===== src/shared/crc_params.svh =====
// offsets, field positions and reset values of the crc engine
`ifndef CRC_PARAMS_SVH
`define CRC_PARAMS_SVH

// ****************************************************************
// register offsets
// ****************************************************************
`define CRC_ADDR_CTRL1 4'h0
`define CRC_ADDR_CTRL2 4'h1
`define CRC_ADDR_TERMS_LO 4'h2
`define CRC_ADDR_TERMS_HI 4'h3
`define CRC_ADDR_DATA_LO 4'h4
`define CRC_ADDR_DATA_HI 4'h5
`define CRC_ADDR_RESULT_LO 4'h6
`define CRC_ADDR_RESULT_HI 4'h7
`define CRC_ADDR_IRQ_STAT 4'h8
`define CRC_ADDR_IRQ_CLR 4'h9
`define CRC_ADDR_IRQ_EN 4'hA

// ****************************************************************
// field positions
// ****************************************************************
`define CRC_GO_BIT 4
`define CRC_EMPTY_BIT 6
`define CRC_FULL_BIT 7
`define CRC_COUNT_LSB 8
`define CRC_EN_BIT 15
`define CRC_POLY_LENGTH_FIELD_LSB 0
`define CRC_WIDTH_LSB 8

// ****************************************************************
// fifo depths by word width
// ****************************************************************
`define CRC_DEPTH_WIDE 5'h04
`define CRC_DEPTH_MID 5'h08
`define CRC_DEPTH_NARROW 5'h10
`define CRC_WIDTH_MID_MIN 5'h08
`define CRC_WIDTH_WIDE_MIN 5'h10

// ****************************************************************
// reset values
// ****************************************************************
`define CRC_RST_REG16 16'h0000
`define CRC_RST_REM 32'h00000000
`define CRC_RST_IRQ 3'h0

`endif


===== src/shared/crc_pkg.sv =====
// types shared by the crc engine files
package crc_pkg;
    typedef enum logic {ST_IDLE, ST_SHIFT} eng_state_t;
    typedef logic [15:0] reg16_t;
    typedef logic [31:0] word32_t;
endpackage


===== src/rtl/crc_word_fifo.sv =====
// word fifo feeding the crc shift engine
`timescale 1ns/100ps
module crc_word_fifo
    import crc_pkg::*;
#(
    parameter int WIDTH = 32,
    parameter int DEPTH = 16,
    parameter int LVLW = 5
) (
    input wire logic sys_clk,
    input wire logic rst,
    input wire logic flush,
    input wire logic [LVLW-1:0] depthLimit,
    input wire logic pushValid,
    input wire logic [WIDTH-1:0] pushData,
    output logic pushReady,
    output logic popValid,
    input wire logic popReady,
    output logic [WIDTH-1:0] popData,
    output logic [LVLW-1:0] level
);
    localparam int PW = $clog2(DEPTH);

    logic [WIDTH-1:0] mem [DEPTH];
    logic [PW-1:0] wrPtr_ff;
    logic [PW-1:0] rdPtr_ff;
    logic [LVLW-1:0] level_ff;
    logic [LVLW-1:0] nxt_level;
    wire pushFire;
    wire popFire;

    // ****************************************************************
    // handshake and level
    // ****************************************************************
    assign pushReady = level_ff < depthLimit;
    assign popValid = level_ff != '0;
    assign pushFire = pushValid && pushReady && !flush;
    assign popFire = popValid && popReady && !flush;
    assign popData = mem[rdPtr_ff];
    assign level = level_ff;
    assign nxt_level = pushFire && !popFire ? level_ff + LVLW'(1) :
                       popFire && !pushFire ? level_ff - LVLW'(1) : level_ff;

    always_ff @(posedge sys_clk) begin
        if (pushFire) begin
            mem[wrPtr_ff] <= pushData;
        end
    end

    always_ff @(posedge sys_clk) begin
        if (rst || flush) begin
            wrPtr_ff <= '0;
            rdPtr_ff <= '0;
            level_ff <= '0;
        end else begin
            wrPtr_ff <= pushFire ? wrPtr_ff + PW'(1) : wrPtr_ff;
            rdPtr_ff <= popFire ? rdPtr_ff + PW'(1) : rdPtr_ff;
            level_ff <= nxt_level;
        end
    end
endmodule // crc_word_fifo


===== src/rtl/programmable_crc_engine.sv =====
// programmable crc generator with word fifo and register port
//
// How it works
// polynomial order up to 32, highest exponent set by control_two bits 4..0
// each set term bit adds an xor tap at that engine bit
// constant term always fed back, lowest term bit ignored
// order 32 implies the top term; term bits cover exponents 31..1
// word width is control_two bits 12..8 plus one, 1 to 32
// fifo depth 4 above width field 15, 8 for width field 8..15, 16 below width field 8
// narrow words written whole; bits above the width are dropped
// valid word count rises when the part holding the top bit is written
// software writes low data half before high half of each word
// shifting starts only with go bit set and count nonzero
// fifo head moves to holding buffer, count falls at that move
// two bits shifted per cycle, 32-bit word in 16 cycles
// full flag bit 7 set when count reaches the current depth
// empty flag bit 6 set when count is zero
// module enable low empties fifo and forces count to zero
// software waits one cycle after a data write before reading count
// result register keeps the remainder once shifting stops
`timescale 1ns/100ps
`include "crc_params.svh"
module programmable_crc_engine
    import crc_pkg::*;
#(
    parameter int ADDR_W = 4,
    parameter int FIFO_DEPTH = 16
) (
    input wire logic sys_clk,
    input wire logic rst,
    input wire logic [ADDR_W-1:0] regAddr,
    input wire logic [15:0] regWrData,
    input wire logic regWrite,
    input wire logic regRead,
    output logic [15:0] regRdData,
    output logic irq
);
    // ****************************************************************
    // state
    // ****************************************************************
    logic enable_ff;
    logic goBit_ff;
    logic [4:0] polyLen_ff;
    logic [4:0] widthField_ff;
    reg16_t termsLo_ff;
    reg16_t termsHi_ff;
    reg16_t dataLo_ff;
    word32_t remainder_ff;
    word32_t nxt_remainder;
    word32_t holdBuf_ff;
    logic [5:0] bitsLeft_ff;
    logic [5:0] nxt_bitsLeft;
    eng_state_t state_ff;
    logic wordDone_ff;
    logic [2:0] irqStat_ff;
    logic [2:0] irqEn_ff;
    logic emptyPrev_ff;
    logic fullPrev_ff;
    reg16_t rdData_ff;

    // ****************************************************************
    // decode
    // ****************************************************************
    wire wrCtrl1 = regWrite && regAddr == `CRC_ADDR_CTRL1;
    wire wrCtrl2 = regWrite && regAddr == `CRC_ADDR_CTRL2;
    wire wrTermsLo = regWrite && regAddr == `CRC_ADDR_TERMS_LO;
    wire wrTermsHi = regWrite && regAddr == `CRC_ADDR_TERMS_HI;
    wire wrDataLo = regWrite && regAddr == `CRC_ADDR_DATA_LO;
    wire wrDataHi = regWrite && regAddr == `CRC_ADDR_DATA_HI;
    wire wrResLo = regWrite && regAddr == `CRC_ADDR_RESULT_LO;
    wire wrResHi = regWrite && regAddr == `CRC_ADDR_RESULT_HI;
    wire wrIrqClr = regWrite && regAddr == `CRC_ADDR_IRQ_CLR;
    wire wrIrqEn = regWrite && regAddr == `CRC_ADDR_IRQ_EN;

    // ****************************************************************
    // word assembly and fifo
    // ****************************************************************
    wire wideWord = widthField_ff >= `CRC_WIDTH_WIDE_MIN;
    wire [4:0] depthLimit = wideWord ? `CRC_DEPTH_WIDE :
                            widthField_ff >= `CRC_WIDTH_MID_MIN ? `CRC_DEPTH_MID :
                            `CRC_DEPTH_NARROW;
    wire word32_t widthMask = 32'hFFFFFFFF >> (5'h1F - widthField_ff);
    // commit on the half that holds the top bit of the word
    wire commitWord = enable_ff && ((wrDataLo && !wideWord) || (wrDataHi && wideWord));
    wire word32_t rawWord = wideWord ? {regWrData, dataLo_ff} : {16'h0000, regWrData};
    wire word32_t pushWord = rawWord & widthMask;
    wire stIdle = state_ff == ST_IDLE;
    wire stShift = state_ff == ST_SHIFT;
    wire [4:0] fifoLevel;
    wire fifoHasWord;
    wire fifoPushReady;
    wire word32_t fifoHead;
    wire startWord = stIdle && enable_ff && goBit_ff && fifoHasWord;

    crc_word_fifo #(
        .WIDTH(32),
        .DEPTH(FIFO_DEPTH),
        .LVLW(5)
    ) u_fifo (
        .sys_clk(sys_clk),
        .rst(rst),
        .flush(!enable_ff),
        .depthLimit(depthLimit),
        .pushValid(commitWord),
        .pushData(pushWord),
        .pushReady(fifoPushReady),
        .popValid(fifoHasWord),
        .popReady(startWord),
        .popData(fifoHead),
        .level(fifoLevel)
    );

    wire fifoFull = fifoLevel == depthLimit;
    wire fifoEmpty = fifoLevel == 5'h00;

    // ****************************************************************
    // shift engine
    // ****************************************************************
    function automatic word32_t crcStep(input word32_t r, input logic b, input word32_t terms,
                                        input logic [4:0] poly_length_field);
        logic fb;
        word32_t n;
        fb = r[poly_length_field] ^ b;
        n = {r[30:0], 1'b0} ^ ({terms[31:1], 1'b1} & {32{fb}});
        crcStep = n & (32'hFFFFFFFF >> (5'h1F - poly_length_field));
    endfunction

    wire word32_t polyTerms = {termsHi_ff, termsLo_ff};
    wire twoBits = bitsLeft_ff >= 6'h02;
    wire [4:0] idxHi = 5'(bitsLeft_ff - 6'h01);
    wire [4:0] idxLo = 5'(bitsLeft_ff - 6'h02);
    wire word32_t stepOne = crcStep(remainder_ff, holdBuf_ff[idxHi], polyTerms, polyLen_ff);
    wire word32_t stepTwo = crcStep(stepOne, holdBuf_ff[idxLo], polyTerms, polyLen_ff);
    wire lastStep = stShift && !(twoBits && bitsLeft_ff != 6'h02);

    assign nxt_bitsLeft = twoBits ? bitsLeft_ff - 6'h02 : 6'h00;
    assign nxt_remainder = !stShift ? remainder_ff : twoBits ? stepTwo : stepOne;

    always_ff @(posedge sys_clk) begin
        if (rst || !enable_ff) begin
            state_ff <= ST_IDLE;
            bitsLeft_ff <= 6'h00;
            wordDone_ff <= 1'b0;
        end else begin
            wordDone_ff <= lastStep;
            case (state_ff)
                ST_IDLE: begin
                    if (startWord) begin
                        state_ff <= ST_SHIFT;
                        bitsLeft_ff <= {1'b0, widthField_ff} + 6'h01;
                    end
                end
                ST_SHIFT: begin
                    bitsLeft_ff <= nxt_bitsLeft;
                    if (lastStep) begin
                        state_ff <= ST_IDLE;
                    end
                end
                default: begin
                    state_ff <= ST_IDLE;
                end
            endcase
        end
    end

    always_ff @(posedge sys_clk) begin
        if (startWord) begin
            holdBuf_ff <= fifoHead;
        end
    end

    // remainder stays put while idle unless a result half is written, so the result survives the drain
    always_ff @(posedge sys_clk) begin
        if (rst) begin
            remainder_ff <= `CRC_RST_REM;
        end else if (stIdle && wrResLo) begin
            remainder_ff <= {remainder_ff[31:16], regWrData};
        end else if (stIdle && wrResHi) begin
            remainder_ff <= {regWrData, remainder_ff[15:0]};
        end else begin
            remainder_ff <= nxt_remainder;
        end
    end

    // ****************************************************************
    // control registers
    // ****************************************************************
    always_ff @(posedge sys_clk) begin
        if (rst) begin
            enable_ff <= 1'b0;
            goBit_ff <= 1'b0;
            polyLen_ff <= 5'h00;
            widthField_ff <= 5'h00;
            termsLo_ff <= `CRC_RST_REG16;
            termsHi_ff <= `CRC_RST_REG16;
            dataLo_ff <= `CRC_RST_REG16;
            irqEn_ff <= `CRC_RST_IRQ;
        end else begin
            if (wrCtrl1) begin
                enable_ff <= regWrData[`CRC_EN_BIT];
                goBit_ff <= regWrData[`CRC_GO_BIT];
            end
            if (wrCtrl2) begin
                polyLen_ff <= regWrData[`CRC_POLY_LENGTH_FIELD_LSB +: 5];
                widthField_ff <= regWrData[`CRC_WIDTH_LSB +: 5];
            end
            if (wrTermsLo) begin
                termsLo_ff <= regWrData;
            end
            if (wrTermsHi) begin
                termsHi_ff <= regWrData;
            end
            if (wrDataLo) begin
                dataLo_ff <= regWrData;
            end
            if (wrIrqEn) begin
                irqEn_ff <= regWrData[2:0];
            end
        end
    end

    // ****************************************************************
    // interrupts
    // ****************************************************************
    wire [2:0] irqEvents = {fifoFull && !fullPrev_ff, fifoEmpty && !emptyPrev_ff, wordDone_ff};
    wire [2:0] irqClrMask = wrIrqClr ? regWrData[2:0] : 3'h0;

    always_ff @(posedge sys_clk) begin
        if (rst) begin
            irqStat_ff <= `CRC_RST_IRQ;
            emptyPrev_ff <= 1'b1;
            fullPrev_ff <= 1'b0;
        end else begin
            irqStat_ff <= (irqStat_ff & ~irqClrMask) | irqEvents;
            emptyPrev_ff <= fifoEmpty;
            fullPrev_ff <= fifoFull;
        end
    end

    assign irq = |(irqStat_ff & irqEn_ff);

    // ****************************************************************
    // read port
    // ****************************************************************
    wire reg16_t ctrl1View = {enable_ff, 2'b00, fifoLevel, fifoFull, fifoEmpty, 1'b0, goBit_ff, 4'h0};
    wire reg16_t ctrl2View = {3'b000, widthField_ff, 3'b000, polyLen_ff};
    wire reg16_t readMux =
        regAddr == `CRC_ADDR_CTRL1 ? ctrl1View :
        regAddr == `CRC_ADDR_CTRL2 ? ctrl2View :
        regAddr == `CRC_ADDR_TERMS_LO ? termsLo_ff :
        regAddr == `CRC_ADDR_TERMS_HI ? termsHi_ff :
        regAddr == `CRC_ADDR_DATA_LO ? dataLo_ff :
        regAddr == `CRC_ADDR_RESULT_LO ? remainder_ff[15:0] :
        regAddr == `CRC_ADDR_RESULT_HI ? remainder_ff[31:16] :
        regAddr == `CRC_ADDR_IRQ_STAT ? {13'h0000, irqStat_ff} :
        regAddr == `CRC_ADDR_IRQ_EN ? {13'h0000, irqEn_ff} : 16'h0000;

    always_ff @(posedge sys_clk) begin
        if (rst) begin
            rdData_ff <= `CRC_RST_REG16;
        end else begin
            rdData_ff <= regRead ? readMux : 16'h0000;
        end
    end

    assign regRdData = rdData_ff;
endmodule // programmable_crc_engine


===== config.mk =====
export PLATFORM = sky130hd
export DESIGN_NAME = programmable_crc_engine
export DESIGN_NICKNAME = d
export VERILOG_FILES = /design/src/shared/crc_pkg.sv /design/src/rtl/crc_word_fifo.sv /design/src/rtl/programmable_crc_engine.sv
export VERILOG_INCLUDE_DIRS = /design/src /design/src/shared
export SDC_FILE = /design/constraint.sdc
export NUM_CORES = 1
export LEC_CHECK = 0
export BUFFER_PORTS_ARGS = -buffer_cell sky130_fd_sc_hd__buf_2
export CAP_MARGIN = 20
export CORE_UTILIZATION = 46
export DETAILED_ROUTE_END_ITERATION = 8
export GPL_ROUTABILITY_DRIVEN = 0
export GPL_TIMING_DRIVEN = 0
export SYNTH_ARGS = -nofsm -noshare
export SYNTH_HDL_FRONTEND = slang
export SYNTH_SLANG_ARGS = --single-unit
export TNS_END_PERCENT = 100

===== constraint.sdc =====
create_clock -name sys_clk -period 10 [get_ports sys_clk]
set_input_delay 2 -clock sys_clk [delete_from_list [all_inputs] [get_ports sys_clk]]
set_output_delay 2 -clock sys_clk [all_outputs]
set_load 0.05 [all_outputs]

==> flow_summary.json <==
{
  "sequential_to_total_area_share_from_yosys_stat_pct": 61.7,
  "final_hold_viol_count": 0,
  "static-leakage-power_nw": 11.1,
  "worst-path-buf-inv": 7,
  "post_cts_hold_buffer_count": 0,
  "fin_crit_ps": 6600,
  "setup_total_negative_slack_ps": 0,
  "critical-path-max-stage-delay_ps": 580,
  "worstSetupPathType": "reg -> reg",
  "synthArstFlopShare_pct": 0,
  "synth_cell_types": 84,
  "p_comb_share_pct": 2.1,
  "antenna_found_initial": 5,
  "fp.dieArea_um2": 68300,
  "syn-num-nets": 2238,
  "grt_first_pass_wirelength_um": 140000,
  "dp.cells": 3138,
  "clock_latency_ps": 630,
  "switching_share_pct": 21.2,
  "path_clk_slew_ps": 60,
  "first_global_vias": 20728,
  "setup.worst_path.end_class": "flip-flop",
  "yosys.area.top_type_share_pct": 52.8,
  "ys_ff_latch": 681,
  "initial_core_util_pct": 46.7,
  "max-vdd-ir-drop_v": 0.000147,
  "grt_start_max_net_pins": 31,
  "die_x_um": 261,
  "floorplan.core_area_um2": 66200,
  "dr.first_iter.drc_count": 3188,
  "port-buffer-count": 34,
  "setup_viol_count_final": 0,
  "drt-total-wl_um": 96400,
  "count_of_flip_flops_with_a_built_in_enable_after_synthesis": 544,
  "timing.clock.skew_ps": 20.6,
  "ys_top_cells_by_area": "sky130_fd_sc_hd__edfxtp_1 53%, sky130_fd_sc_hd__mux4_2 13%, sky130_fd_sc_hd__dfxtp_1 8.9%, sky130_fd_sc_hd__nand2_1 3.0%, sky130_fd_sc_hd__mux2i_1 2.7%",
  "track_usage_pct": 28.6,
  "p_int_mw": 4.60,
  "net_switching_power_mw": 1.24,
  "family_with_the_most_delay_on_the_worst_path": "buffers and inverters",
  "cts.repair_timing.setup_buffer_count": 0,
  "timing.critical_path.cells": "clkbuf_1, inv_1, ha_1, buf_4, buf_12, mux2i_1, mux4_2, mux2i_1, mux2_2, buf_6, buf_4, mux2i_1, mux2i_1, a2111oi_1, o32a_2, nand3b_2, o311ai_4, buf_2, nand2_1, xnor2_1, o211ai_1",
  "run_status": "complete, but fails checks",
  "syn_area_per_cell_um2": 14.1,
  "holdPathEnd": "irqStat_ff[0]",
  "rsz0062_at_grt": "false",
  "drt-pass1-iter-count": 9,
  "worst_ep_required_time_ps": 10530,
  "max_cap_violations": 0,
  "source_of_the_worst_register_to_register_timing_path": "bitsLeft_ff[1]",
  "die_boundary_height_um": 261,
  "pwrdens_nw_per_um2": 165,
  "cts.path.max_buffers": 3,
  "route.detailed.drc": 6,
  "synth.cell_area_um2": 30900,
  "post-dp-hpwl_um": 68000,
  "clock_tree.htree_level_count": 3,
  "gate_count_of_the_mapped_netlist": 2193,
  "cts_tree": "yes",
  "synthFlopType": "sky130_fd_sc_hd__edfxtp_1",
  "slew_viol_final": 0,
  "endpoint_of_the_worst_slack_reg_to_reg_timing_path": "remainder_ff[25]",
  "reg2reg_depth": 21,
  "worst-slew-pin-transition_ps": 1110,
  "top_level_ports": 41,
  "synth_largest_area_cell": "sky130_fd_sc_hd__edfxtp_1",
  "critical_path_peak_fanout": 11,
  "hold_class": "reg -> reg",
  "post_route_cells_drive_above_1_share_pct": 18.6,
  "syn_to_final_growth_pct": 14.4,
  "report.power.total_mw": 5.83,
  "critPathLaunchType": "flip-flop",
  "final_cell_count_no_fill": 3282,
  "numClockSinks": 681,
  "violated_checks": "DRC",
  "post_cts_resize_count": 0,
  "critical_hold_path_startpoint": "wordDone_ff",
  "slew-limit-headroom_pct": 25.6,
  "clock_power_share_pct": 45.9,
  "ys.warnings.count": 0,
  "worstPathArrival_ps": 7130,
  "num_rows": 94,
  "ant_nets": 0,
  "fmax_mhz": 151,
  "cpMaxStageDelayCell": "sky130_fd_sc_hd__mux2i_1",
  "avgViaCountPerCell": 6.40,
  "setup.reg_to_reg.worst_slack_ps": 3400,
  "route.vias.total": 21016,
  "grt_remaining_overflow": 0,
  "tritoncts.num_buffers": 74,
  "wl_per_cell_um": 29.4,
  "crit_path_start": "bitsLeft_ff[1]",
  "root_buffer": "sky130_fd_sc_hd__clkbuf_16",
  "crit_path_frequent_cell": "sky130_fd_sc_hd__mux2i_1",
  "post-route-period-util_pct": 66.0,
  "min_path_cells": 2,
  "final_nets": 2404,
  "power_share_of_the_sequential_group_pct": 52.0
}
[worst max-delay path by stage]
stage / to / depth (start not counted) / slack (ps)
6_report: remainder_ff[25] / 21 / 3400
5_1_grt: remainder_ff[24] / 21 / 3200
4_1_cts: remainder_ff[11] / 21 / 3710
3_5_place_dp: remainder_ff[25] / 21 / 3730
3_3_place_gp: u_fifo.mem[2][21] / 9 / 940
2_1_floorplan: u_fifo.mem[3][0] / 8 / 4100
[flip-flops by register name, indices dropped and copies added, names as in the netlist]
register	count
bitsLeft_ff	6
u_fifo.rdPtr_ff	4
polyLen_ff	5
termsLo_ff	16
holdBuf_ff	32
regRdData	16
dataLo_ff	16
u_fifo.level	5
irqEn_ff	3
fullPrev_ff	1
u_fifo.mem	512
wordDone_ff	1
stShift	1
remainder_ff	32
irqStat_ff	3
widthField_ff	5
goBit_ff	1
emptyPrev_ff	1
u_fifo.wrPtr_ff	4
termsHi_ff	16
enable_ff	1
[routing by layer]
metal	vias up	global-route usage, %	wire length [um]
met5	-	0	12
met4	2	14.4	5660
met3	381	7.27	9180
met2	1209	45.4	44800
met1	10592	36.5	36800
li1	8832	-	-
[cell usage in the layout (no fill, tap or decap), drive strengths merged, types with 28 or more instances in the layout]
cell type / count
edfxtp: 544
o31ai: 33
mux4: 182
nand3: 28
dfxtp: 137
xor2: 34
nand4: 33
a21oi: 129
o21ai: 70
mux2i: 85
nor2: 148
nor3: 31
clkbuf: 207
xnor2: 32
nand2: 248
clkinv: 28
buf: 136
[power by group through the flow]
stage	clock, mW	combinational [mW]	sequential (mW)
6_report	2.68	0.121	3.03
5_1_grt	2.82	0.124	3.03
4_1_cts	2.71	0.113	3.03
3_5_place_dp	0	0.113	3.09
3_3_place_gp	0	0.110	3.09
2_1_floorplan	0	0.0615	3.09
[kinds of logic (layout without fill, tap and decap cells)]
group / count (synthesis) / count (layout) / synth area share, %
flops: 681 / 681 / 61.7
simple gates: 592 / 592 / 8.68
compound gates: 368 / 368 / 7.78
mux: 281 / 281 / 16.6
buf+inv: 184 / 405 / 2.56
xor+xnor: 66 / 66 / 1.89
fa+ha+maj: 21 / 21 / 0.873
other cells: 0 / 4 / 0
[worst reg2reg max path: stages, from the launching register on]
cell                        delay (ps)
sky130_fd_sc_hd__dfxtp_1           500
sky130_fd_sc_hd__clkbuf_1          480
sky130_fd_sc_hd__inv_1             190
sky130_fd_sc_hd__ha_1              310
sky130_fd_sc_hd__buf_4             170
sky130_fd_sc_hd__buf_12            150
sky130_fd_sc_hd__mux2i_1           120
sky130_fd_sc_hd__mux4_2            480
sky130_fd_sc_hd__mux2i_1           180
sky130_fd_sc_hd__mux2_2            220
sky130_fd_sc_hd__buf_6             210
sky130_fd_sc_hd__buf_4             270
sky130_fd_sc_hd__mux2i_1           580
sky130_fd_sc_hd__mux2i_1           170
sky130_fd_sc_hd__a2111oi_1         560
sky130_fd_sc_hd__o32a_2            300
sky130_fd_sc_hd__nand3b_2          100
sky130_fd_sc_hd__o311ai_4          560
sky130_fd_sc_hd__buf_2             460
sky130_fd_sc_hd__nand2_1           120
sky130_fd_sc_hd__xnor2_1           150
sky130_fd_sc_hd__o211ai_1          230
[cell type report]
| type | count | area (um^2) |
|---|---|---|
| antenna | 4 | 10.0 |
| buffer | 159 | 701 |
| clock buffer | 94 | 1990 |
| clock inverter | 37 | 359 |
| fill | 5453 | 30800 |
| inverter | 25 | 93.8 |
| multi-input combinational | 1328 | 11200 |
| sequential | 681 | 19100 |
| tap | 864 | 1080 |
| timing repair buffer | 90 | 920 |
[cell usage after synthesis (all sizes together) (7+ instances only)]
cell type	instances
mux2	14
nand3	28
edfxtp	544
inv	23
a31oi	9
o31ai	33
clkbuf	112
or2	8
mux4	182
xnor2	32
nor3	31
a22oi	16
mux2i	85
a211oi	11
a21o	7
buf	47
or3	8
and3	14
ha	20
xor2	34
and2	14
nand2b	18
nor2b	16
nor2	148
o211ai	9
nand4	33
o21ai	70
a21oi	129
nand2	248
o22ai	14
dfxtp	137
nand3b	7
a222oi	9
a221oi	11
[metrics by stage]
stage               setup WS (ps)  hold slack (ps)  utilization, %  area (um^2)
floorplan                    4100              413               -        30900
global placement              938              434            48.6        32200
detailed placement           3730              432            49.7        32900
CTS                          3710              445            53.3        35300
global route                 3200              461            53.5        35400
finish                       3400              440            53.5        35400
Note: power is estimated with default switching activity, not from simulation.
